[src/arm_servo_defines.svh]
`ifndef ARM_SERVO_DEFINES_SVH
`define ARM_SERVO_DEFINES_SVH

// ----------------------------------------
// Register byte offsets
// ----------------------------------------
`define OFF_CHANNEL   8'h00
`define OFF_POSITION  8'h04
`define OFF_SLEW      8'h08
`define OFF_LOWER     8'h0C
`define OFF_UPPER     8'h10
`define OFF_CONTROL   8'h14
`define OFF_SETUP     8'h18
`define OFF_STATUS    8'h1C
`define OFF_DIN       8'h20
`define OFF_DOUT      8'h24
`define OFF_ANALOG_LO 8'h28
`define OFF_ANALOG_HI 8'h2C
`define OFF_CMD       8'h30

// ----------------------------------------
// Field positions and reset values
// ----------------------------------------
`define CMD_OP_LSB     8
`define CTRL_ON_BIT    0
`define NUM_SERVOS     5
`define POS_DEFAULT    8'h80
`define SLEW_DEFAULT   8'h0A
`define SLEW_FLOOR     8'h01
`define LOWER_DEFAULT  8'h32
`define UPPER_DEFAULT  8'h32
`define DIN_MASK_ARM   6'h3F
`define DIN_MASK_OUT   6'h0F
`define DOUT_MASK_ARM  3'h1
`define DOUT_MASK_OUT  3'h7

// ----------------------------------------
// Timing
// ----------------------------------------
`define CLK_PERIOD_NS  10
`define US_NS          1000
`define US_CYCLES      (`US_NS / `CLK_PERIOD_NS)
`define FRAME_TIME_MS  20
`define FRAME_US       (`FRAME_TIME_MS * 1000)
`define PULSE_BASE_US  500
`define LOWER_STEP_US  4
`define UPPER_STEP_US  20

`endif

[src/arm_servo_pkg.sv]
package arm_servo_pkg;
  typedef logic [31:0] word_t;
  typedef logic [7:0]  byte_t;
  typedef logic [2:0]  chan_t;
  typedef logic [12:0] width_t;
  typedef logic [14:0] frame_t;
  typedef enum logic [1:0] {PERS_NONE, PERS_ARM, PERS_ARM_OUT} personality_e;
  typedef enum logic [3:0] {
    OP_NOP, OP_SELECT, OP_POSITION, OP_SLEW, OP_LOWER,
    OP_UPPER, OP_OUTPUTS_ON, OP_SETUP, OP_DOUT
  } cmd_e;
endpackage : arm_servo_pkg

[src/servo_if.sv]
`timescale 1ns/1ps
`default_nettype none
interface servo_if;
  import arm_servo_pkg::*;
  logic   enable;
  logic   frame_start;
  frame_t frame_us;
  byte_t  pos;
  byte_t  lower;
  byte_t  upper;
  byte_t  rate;
  logic   pulse;
  logic   moving;
  modport ctrl (output enable, frame_start, frame_us, pos, lower, upper, rate,
                input pulse, moving);
  modport chan (input enable, frame_start, frame_us, pos, lower, upper, rate,
                output pulse, moving);
endinterface : servo_if
`default_nettype wire

[src/arm_servo_expansion.sv]
// Overview of operation
// - Channel index set by select; each setting command uses it, then advances.
// - Index advancing past servo 4 wraps to servo 0.
// - Target position is an unsigned byte 0..255 stored per servo.
// - Speed ranges 1..255, 255 fastest; a zero is raised to one.
// - Enabled servo starts moving at once after its position write.
// - After setup all outputs are off; settings stay writable.
// - Outputs-on command with true argument activates all servos once setup has chosen a personality.
// - Per-servo lower limit 0..255, default 50, sets start of travel.
// - Lower limit command uses and advances the channel index.
// - Per-servo upper limit command bounds the top of pulse range.
// - Setup command with arm personality configures the servo controller.
// - Commands arrive over one request path and one answer path.
// - Offers six digital inputs, five analog bytes, three digital outputs; arm passes six inputs and output 0, arm-out inputs 0..3 and all outputs.
// - Servo 0 shoulder, 1 elbow, 2 hand, 3 wrist tilt, 4 wrist rotate.
// - Position 0 gives lower limit, 255 upper limit, scaled between.
// - Upper limit is a percentage 0..100 of range, default 50.
//
// The implementer's own choices: the register offsets and register access over APB.
`timescale 1ns/1ps
`default_nettype none
`include "arm_servo_defines.svh"
module arm_servo_expansion #(
  parameter int FRAME_US = `FRAME_US,
  parameter int N        = `NUM_SERVOS
) (
  input  wire logic                 pclk,
  input  wire logic                 presetn,
  input  wire logic                 ce,
  input  wire logic                 psel,
  input  wire logic                 penable,
  input  wire logic                 pwrite,
  input  wire logic [7:0]           paddr,
  input  wire arm_servo_pkg::word_t pwdata,
  output var  arm_servo_pkg::word_t prdata,
  output var  logic                 pready,
  output var  logic                 pslverr,
  input  wire logic [5:0]           din,
  input  wire logic [39:0]          analog_in,
  output var  logic [N-1:0]         servo_out,
  output var  logic [2:0]           dout
);
  import arm_servo_pkg::*;

  // ----------------------------------------
  // Declarations
  // ----------------------------------------
  localparam chan_t LAST = chan_t'(N - 1);

  chan_t        idx;
  personality_e pers;
  logic         enabled;
  byte_t        pos_q [N], slew_q [N], lower_q [N], upper_q [N];
  logic [2:0]   dout_q;
  logic [N-1:0] moving;
  frame_t       frame_us;
  logic         frame_start;
  logic         wr_en, rvalid, load_rd, mapped;
  word_t        rdata_c;
  cmd_e         op;
  byte_t        arg;
  logic         pos_wr, slew_wr, lower_wr, upper_wr, param_wr;
  logic         select_wr, ctrl_wr, setup_wr, dout_wr;
  logic [5:0]   din_mask;
  logic [2:0]   dout_mask;

  // ----------------------------------------
  // Helpers
  // ----------------------------------------
  function automatic chan_t next_index(input chan_t i);
    return (i == LAST) ? 3'h0 : i + 3'h1;
  endfunction : next_index

  function automatic personality_e pers_of(input logic [1:0] code);
    case (code)
      2'h1:    return PERS_ARM;
      2'h2:    return PERS_ARM_OUT;
      default: return PERS_NONE;
    endcase
  endfunction : pers_of

  // ----------------------------------------
  // Bus handshake
  // ----------------------------------------
  assign wr_en   = ce && psel && penable && pwrite;
  assign load_rd = ce && psel && !pwrite && !rvalid;
  assign pready  = ce && (pwrite || rvalid);
  assign pslverr = psel && penable && pready && !mapped;

  always_ff @(posedge pclk or negedge presetn) begin
    if (!presetn) begin
      rvalid <= 1'b0;
    end else if (load_rd) begin
      rvalid <= 1'b1;
    end else if (psel && penable && pready) begin
      rvalid <= 1'b0;
    end
  end

  always_ff @(posedge pclk or negedge presetn) begin
    if (!presetn) begin
      prdata <= 32'h0000_0000;
    end else if (load_rd) begin
      prdata <= rdata_c;
    end
  end

  // ----------------------------------------
  // Command decode
  // ----------------------------------------
  always_comb begin
    op  = OP_NOP;
    arg = pwdata[7:0];
    if (wr_en) begin
      case (paddr)
        `OFF_CHANNEL:  op = OP_SELECT;
        `OFF_POSITION: op = OP_POSITION;
        `OFF_SLEW:     op = OP_SLEW;
        `OFF_LOWER:    op = OP_LOWER;
        `OFF_UPPER:    op = OP_UPPER;
        `OFF_CONTROL:  op = OP_OUTPUTS_ON;
        `OFF_SETUP:    op = OP_SETUP;
        `OFF_DOUT:     op = OP_DOUT;
        `OFF_CMD:      op = cmd_e'(pwdata[`CMD_OP_LSB +: 4]);
        default:       op = OP_NOP;
      endcase
    end
  end

  assign select_wr = (op == OP_SELECT);
  assign pos_wr    = (op == OP_POSITION);
  assign slew_wr   = (op == OP_SLEW);
  assign lower_wr  = (op == OP_LOWER);
  assign upper_wr  = (op == OP_UPPER);
  assign ctrl_wr   = (op == OP_OUTPUTS_ON);
  assign setup_wr  = (op == OP_SETUP);
  assign dout_wr   = (op == OP_DOUT);
  assign param_wr  = pos_wr || slew_wr || lower_wr || upper_wr;

  // ----------------------------------------
  // Channel index
  // ----------------------------------------
  always_ff @(posedge pclk or negedge presetn) begin
    if (!presetn) begin
      idx <= 3'h0;
    end else if (setup_wr) begin
      idx <= 3'h0;
    end else if (select_wr) begin
      idx <= (arg[2:0] > LAST || arg[7:3] != 5'h00) ? 3'h0 : arg[2:0];
    end else if (param_wr) begin
      idx <= next_index(idx);
    end
  end

  // ----------------------------------------
  // Per-servo settings
  // ----------------------------------------
  always_ff @(posedge pclk or negedge presetn) begin
    if (!presetn) begin
      for (int i = 0; i < N; i++) begin
        pos_q[i] <= `POS_DEFAULT;
      end
    end else if (pos_wr) begin
      pos_q[idx] <= arg;
    end
  end

  always_ff @(posedge pclk or negedge presetn) begin
    if (!presetn) begin
      for (int i = 0; i < N; i++) begin
        slew_q[i] <= `SLEW_DEFAULT;
      end
    end else if (slew_wr) begin
      slew_q[idx] <= (arg == 8'h00) ? `SLEW_FLOOR : arg;
    end
  end

  always_ff @(posedge pclk or negedge presetn) begin
    if (!presetn) begin
      for (int i = 0; i < N; i++) begin
        lower_q[i] <= `LOWER_DEFAULT;
      end
    end else if (setup_wr) begin
      for (int i = 0; i < N; i++) begin
        lower_q[i] <= `LOWER_DEFAULT;
      end
    end else if (lower_wr) begin
      lower_q[idx] <= arg;
    end
  end

  always_ff @(posedge pclk or negedge presetn) begin
    if (!presetn) begin
      for (int i = 0; i < N; i++) begin
        upper_q[i] <= `UPPER_DEFAULT;
      end
    end else if (setup_wr) begin
      for (int i = 0; i < N; i++) begin
        upper_q[i] <= `UPPER_DEFAULT;
      end
    end else if (upper_wr) begin
      upper_q[idx] <= arg;
    end
  end

  // ----------------------------------------
  // Personality and output enable
  // ----------------------------------------
  always_ff @(posedge pclk or negedge presetn) begin
    if (!presetn) begin
      pers    <= PERS_NONE;
      enabled <= 1'b0;
    end else if (setup_wr) begin
      pers    <= pers_of(arg[1:0]);
      enabled <= 1'b0;
    end else if (ctrl_wr) begin
      enabled <= arg[`CTRL_ON_BIT] && (pers != PERS_NONE);
    end
  end

  // ----------------------------------------
  // Digital inputs and outputs
  // ----------------------------------------
  always_comb begin
    case (pers)
      PERS_ARM: begin
        din_mask  = `DIN_MASK_ARM;
        dout_mask = `DOUT_MASK_ARM;
      end
      PERS_ARM_OUT: begin
        din_mask  = `DIN_MASK_OUT;
        dout_mask = `DOUT_MASK_OUT;
      end
      default: begin
        din_mask  = 6'h00;
        dout_mask = 3'h0;
      end
    endcase
  end

  always_ff @(posedge pclk or negedge presetn) begin
    if (!presetn) begin
      dout_q <= 3'h0;
    end else if (setup_wr) begin
      dout_q <= 3'h0;
    end else if (dout_wr) begin
      dout_q <= arg[2:0] & dout_mask;
    end
  end

  assign dout = dout_q;

  // ----------------------------------------
  // Read data
  // ----------------------------------------
  always_comb begin
    rdata_c = 32'h0000_0000;
    mapped  = 1'b1;
    case (paddr)
      `OFF_CHANNEL:   rdata_c = 32'(idx);
      `OFF_POSITION:  rdata_c = 32'(pos_q[idx]);
      `OFF_SLEW:      rdata_c = 32'(slew_q[idx]);
      `OFF_LOWER:     rdata_c = 32'(lower_q[idx]);
      `OFF_UPPER:     rdata_c = 32'(upper_q[idx]);
      `OFF_CONTROL:   rdata_c = 32'(enabled);
      `OFF_SETUP:     rdata_c = 32'(pers);
      `OFF_STATUS:    rdata_c = 32'({moving, 2'b00, 2'(pers), enabled, idx});
      `OFF_DIN:       rdata_c = 32'(din & din_mask);
      `OFF_DOUT:      rdata_c = 32'(dout_q);
      `OFF_ANALOG_LO: rdata_c = analog_in[31:0];
      `OFF_ANALOG_HI: rdata_c = 32'(analog_in[39:32]);
      `OFF_CMD:       rdata_c = 32'h0000_0000;
      default:        mapped  = 1'b0;
    endcase
  end

  // ----------------------------------------
  // Servo channels
  // ----------------------------------------
  frame_timer #(
    .US_CYCLES (`US_CYCLES),
    .FRAME_US  (FRAME_US)
  ) u_frame (
    .pclk        (pclk),
    .presetn     (presetn),
    .ce          (ce),
    .frame_us    (frame_us),
    .frame_start (frame_start)
  );

  for (genvar i = 0; i < N; i++) begin : g_servo
    servo_if sv_i ();
    assign sv_i.enable      = enabled;
    assign sv_i.frame_start = frame_start;
    assign sv_i.frame_us    = frame_us;
    assign sv_i.pos         = pos_q[i];
    assign sv_i.lower       = lower_q[i];
    assign sv_i.upper       = upper_q[i];
    assign sv_i.rate        = slew_q[i];
    assign servo_out[i]     = sv_i.pulse;
    assign moving[i]        = sv_i.moving;

    servo_channel u_chan (
      .pclk    (pclk),
      .presetn (presetn),
      .ce      (ce),
      .sv      (sv_i)
    );

  end
endmodule : arm_servo_expansion
`default_nettype wire

[src/frame_timer.sv]
`timescale 1ns/1ps
`default_nettype none
module frame_timer #(
  parameter int US_CYCLES = 100,
  parameter int FRAME_US  = 20000
) (
  input  wire logic                  pclk,
  input  wire logic                  presetn,
  input  wire logic                  ce,
  output var  arm_servo_pkg::frame_t frame_us,
  output var  logic                  frame_start
);
  import arm_servo_pkg::*;
  logic [7:0] presc;
  logic       us_tick;
  assign us_tick = (presc == 8'(US_CYCLES - 1));

  always_ff @(posedge pclk or negedge presetn) begin
    if (!presetn) begin
      presc <= 8'h00;
    end else if (ce) begin
      presc <= us_tick ? 8'h00 : presc + 8'h01;
    end
  end

  always_ff @(posedge pclk or negedge presetn) begin
    if (!presetn) begin
      frame_us    <= 15'h0000;
      frame_start <= 1'b0;
    end else if (ce) begin
      frame_start <= us_tick && (frame_us == frame_t'(FRAME_US - 1));
      if (us_tick) begin
        frame_us <= (frame_us == frame_t'(FRAME_US - 1)) ? 15'h0000 : frame_us + 15'h0001;
      end
    end
  end
endmodule : frame_timer
`default_nettype wire

[src/servo_channel.sv]
`include "arm_servo_defines.svh"
`timescale 1ns/1ps
`default_nettype none
module servo_channel (
  input wire logic pclk,
  input wire logic presetn,
  input wire logic ce,
  servo_if.chan    sv
);
  import arm_servo_pkg::*;
  width_t      lo;
  width_t      span;
  width_t      tgt;
  width_t      cur;
  width_t      rate_w;
  logic [21:0] prod;

  // ----------------------------------------
  // Target width from position and limits
  // ----------------------------------------
  assign lo     = width_t'(`PULSE_BASE_US) + width_t'({sv.lower, 2'b00});
  assign span   = width_t'(32'(sv.upper) * `UPPER_STEP_US);
  assign prod   = 22'(span) * 22'({1'b0, sv.pos} + 9'(sv.pos[7]));
  assign tgt    = lo + width_t'(prod[21:8]);
  assign rate_w = width_t'(sv.rate);
  assign sv.moving = (cur != tgt);

  // ----------------------------------------
  // Stepwise slew and pulse output
  // ----------------------------------------
  always_ff @(posedge pclk or negedge presetn) begin
    if (!presetn) begin
      cur <= width_t'(`PULSE_BASE_US);
    end else if (ce) begin
      if (!sv.enable) begin
        cur <= tgt;
      end else if (sv.frame_start) begin
        if (cur < tgt) begin
          cur <= (tgt - cur > rate_w) ? cur + rate_w : tgt;
        end else if (cur > tgt) begin
          cur <= (cur - tgt > rate_w) ? cur - rate_w : tgt;
        end
      end
    end
  end

  always_ff @(posedge pclk or negedge presetn) begin
    if (!presetn) begin
      sv.pulse <= 1'b0;
    end else if (ce) begin
      sv.pulse <= sv.enable && (sv.frame_us < 15'(cur));
    end
  end
endmodule : servo_channel
`default_nettype wire

[config.mk]
export PLATFORM = sky130hd
export DESIGN_NAME = arm_servo_expansion
export DESIGN_NICKNAME = d
export VERILOG_FILES = /design/src/arm_servo_pkg.sv /design/src/servo_if.sv /design/src/arm_servo_expansion.sv /design/src/frame_timer.sv /design/src/servo_channel.sv
export VERILOG_INCLUDE_DIRS = /design/src
export SDC_FILE = /design/constraint.sdc
export NUM_CORES = 2
export LEC_CHECK = 0
export BUFFER_PORTS_ARGS = -buffer_cell sky130_fd_sc_hd__buf_2
export CAP_MARGIN = 20
export CORE_UTILIZATION = 38
export CTS_BUF_LIST = sky130_fd_sc_hd__clkbuf_16
export DETAILED_ROUTE_END_ITERATION = 16
export PLACE_DENSITY = 0.6
export SYNTH_ARGS = -nofsm -noshare
export SYNTH_HDL_FRONTEND = slang
export SYNTH_SLANG_ARGS = --single-unit
[constraint.sdc]
create_clock -name pclk -period 17.1 [get_ports pclk]
set_input_delay 0.855 -clock pclk [delete_from_list [all_inputs] [get_ports pclk]]
set_output_delay 0.855 -clock pclk [all_outputs]
set_load 0.05 [all_outputs]
==> flow_metrics.env <==
export IMPL_status="finished clean"
export IMPL_clock_sinks=296
export IMPL_cts_setup_buffers=0
export IMPL_core_rowCount=128
export IMPL_portBuffers=113
export IMPL_start_util_pct=38.5
export IMPL_fin_crit_sh_pct=68.2
export IMPL_setup_tns_ps=0
export IMPL_final_cell_mix="inv_1 (668), ha_1 (632), nand2_1 (540), nor2_1 (484), fa_1 (340)"
export IMPL_cp_common_cell="inv_1"
export IMPL_required_ps=17580
export IMPL_yosysTopAreaCellShare_pct=16.8
export IMPL_path_max_fanout=12
export IMPL_die_area_mm2=0.125
export IMPL_cts_hold_buffers_added=0
export IMPL_wl_per_cell_um=20.3
export IMPL_fmax_mhz=85.8
export IMPL_endpoint_kind="flip-flop"
export IMPL_relSlewSlack_pct=20.2
export IMPL_finClkSkew_ps=42.7
export IMPL_ys_seq_area_share_pct=15.9
export IMPL_grt_pass1_wl_um=231000
export IMPL_place_area_mm2=0.0492
export IMPL_crit_type="flip-flop to flip-flop"
export IMPL_antenna_found_initial=12
export IMPL_wl_met3_um=11500
export IMPL_power_total_mw=2.03
export IMPL_num_nets_final=6700
export IMPL_grt_start_max_net_pins=91
export IMPL_p_leak_nw=24.5
export IMPL_fin_area_mm2=0.0506
export IMPL_syn_nets=6712
export IMPL_synth_area_leaders="ha_1 (17%), fa_1 (14%), dfrtp_1 (12%), inv_1 (5.3%), nand2_1 (4.3%)"
export IMPL_maxCapViolations=0
export IMPL_p_per_area_mw_per_mm2=40.2
export IMPL_slowest_stage="dfstp_2"
export IMPL_setup_viol=0
export IMPL_gr_total_overflow=0
export IMPL_grtUsageTotal_pct=23.3
export IMPL_dp_hpwl_um=118000
export IMPL_synth_edff_count=0
export IMPL_yosysTopAreaCell="ha_1"
export IMPL_async_flop_share_pct=100
export IMPL_clk_pin_slew_ps=70
export IMPL_first_pass_iters=6
export IMPL_m1WireLength_um=64800
export IMPL_syn_to_final_growth_pct=7.53
export IMPL_worst_pin_slew_ps=1190
export IMPL_finalCriticalPeriod_ps=11660
export IMPL_gp_congestion=0.949
export IMPL_die_w_um=354
export IMPL_num_io_pins=134
export IMPL_htree_levels=2
export IMPL_core_mm2=0.122
export IMPL_final_common_cell="inv_1"
export IMPL_synth_flop_cell="dfrtp_1"
export IMPL_wl_met2_um=66300
export IMPL_finalHoldViolations=0
export IMPL_synth_seq_cells=296
export IMPL_max_clock_path_buffers=3
export IMPL_holdCritPathClass="input port to asynchronous set/reset pin"
export IMPL_fin_util_pct=41.4
export IMPL_fin_ws_ps=5440
export IMPL_vias=41176
export IMPL_cp_arrival_ps=12140
export IMPL_critPathLaunchType="flip-flop"
export IMPL_peakVddDrop_uv=60.2
export IMPL_synth_cells=5648
export IMPL_syn_area_mm2=0.0471
export IMPL_cts_tree="yes"
export IMPL_fp_dieH_um=354
export IMPL_via_per_inst=5.64
export IMPL_ys_types=111
export IMPL_ys_warn_count=0
export IMPL_ant_nets=0
export IMPL_rsz0062_at_grt="no"
export IMPL_slew_viol_final=0
export IMPL_max_stage_delay_ps=730
export IMPL_clock_latency_ps=600
export IMPL_remaining_drc_errors=0
export IMPL_cts_root_buf="clkbuf_16"
export IMPL_grt_pass1_vias=40240
export IMPL_routed_top_layer="met5"
export IMPL_drtIter0Drc=3669
export IMPL_pre_cts_slack_ps=5670
export IMPL_routed_wl_um=148000
export IMPL_drive_gt1_share_pct=8.12
export IMPL_synth_avg_cell_area_um2=8.34
export IMPL_cts_made_buffers=40
export IMPL_post_cts_resized=0
==> cell usage after synthesis, drive strengths merged, types with 46 or more instances <==
| library cell | number |
|---|---|
| dfstp | 75 |
| mux2 | 85 |
| nand2 | 540 |
| o21a | 66 |
| mux2i | 63 |
| o21bai | 52 |
| xnor2 | 226 |
| nand3 | 121 |
| xor2 | 124 |
| a21oi | 311 |
| dfrtp | 221 |
| clkbuf | 165 |
| nor2b | 97 |
| nand2b | 96 |
| a31oi | 46 |
| a221oi | 51 |
| a21o | 104 |
| a211oi | 56 |
| ha | 632 |
| and3 | 47 |
| nor3 | 99 |
| buf | 46 |
| o21ai | 242 |
| inv | 666 |
| nor2 | 489 |
| and2 | 72 |
| fa | 340 |
| nand4 | 48 |
==> through the flow <==
stage / instances / hold slack [ps]
4_1_cts: 7291 / 325
6_report: 7298 / 272
3_5_place_dp: 7218 / 451
5_1_grt: 7293 / 359
3_3_place_gp: 7217 / 444
2_1_floorplan: 5648 / 446
==> final cells by class <==
type,count,area [um^2]
Timing Repair Buffer,158,933
Antenna cell,6,15.0
Multi-Input combinational cell,4472,36200
Clock inverter,32,413
Fill cell,12353,71700
Tap cell,1625,2030
Clock buffer,41,1030
Inverter,668,2520
Sequential cell,296,7500
==> critical path: cells and delay by family (launching register included) <==
kind | cells | cell delay, ps
adder cells (fa/ha/maj) | 11 | 4000
XOR/XNOR | 3 | 1380
AND/OR/NAND/NOR | 10 | 1610
AO/OA/AOI/OAI | 14 | 3270
buffers and inverters | 6 | 520
flip-flops | 1 | 730
==> power breakdown <==
group	total, mW	switching, mW	internal, mW	leakage, nW
clock	0.951	0.376	0.575	0.707
sequential	0.741	0.0203	0.721	3.80
combinational	0.342	0.217	0.124	20.0
==> kinds of logic after synthesis <==
family | Yosys count | share of synthesized area [%]
adders and majority gates | 973 | 31.3
DFF | 296 | 15.9
and+or+nand+nor | 1727 | 17.3
xor gates and xnor gates | 350 | 6.51
muxes | 148 | 3.37
buffers and inverters | 880 | 7.28
AOI/OAI and AO/OA | 1274 | 18.4
==> sequential cells by signal (all words and copies together), names as in the netlist, 5 cells and up <==
signal	count
g_servo.sv_i.upper	40
g_servo.sv_i.lower	40
g_servo.u_chan.sv.pulse	5
u_frame.frame_us	15
g_servo.sv_i.pos	40
g_servo.u_chan.cur	65
u_frame.presc	8
g_servo.sv_i.rate	40
prdata	32
==> per-layer routing <==
| layer | vias to the layer above | GRT usage, % |
|---|---|---|
| met5 | - | 0 |
| met4 | 18 | 8.64 |
| met3 | 252 | 3.66 |
| met2 | 1478 | 37.4 |
| met1 | 19983 | 31.6 |
| li1 | 19445 | - |
==> path summary, 6_finish.rpt <==
kind	endpoint	cells past startpoint	slack (ps)	start
max	g_servo[0].u_chan.cur[5]	44	5440	g_servo[0].sv_i.upper[1]
min	g_servo[1].u_chan.cur[0]	1	270	presetn
max reg2reg	g_servo[0].u_chan.cur[5]	44	5440	g_servo[0].sv_i.upper[1]
min reg2reg	prdata[13]	2	460	prdata[13]
max in group asynchronous	g_servo[4].u_chan.cur[9]	2	15160	presetn
min in group pclk	prdata[13]	2	460	prdata[13]
Note: power is estimated with default switching activity, not from simulation.
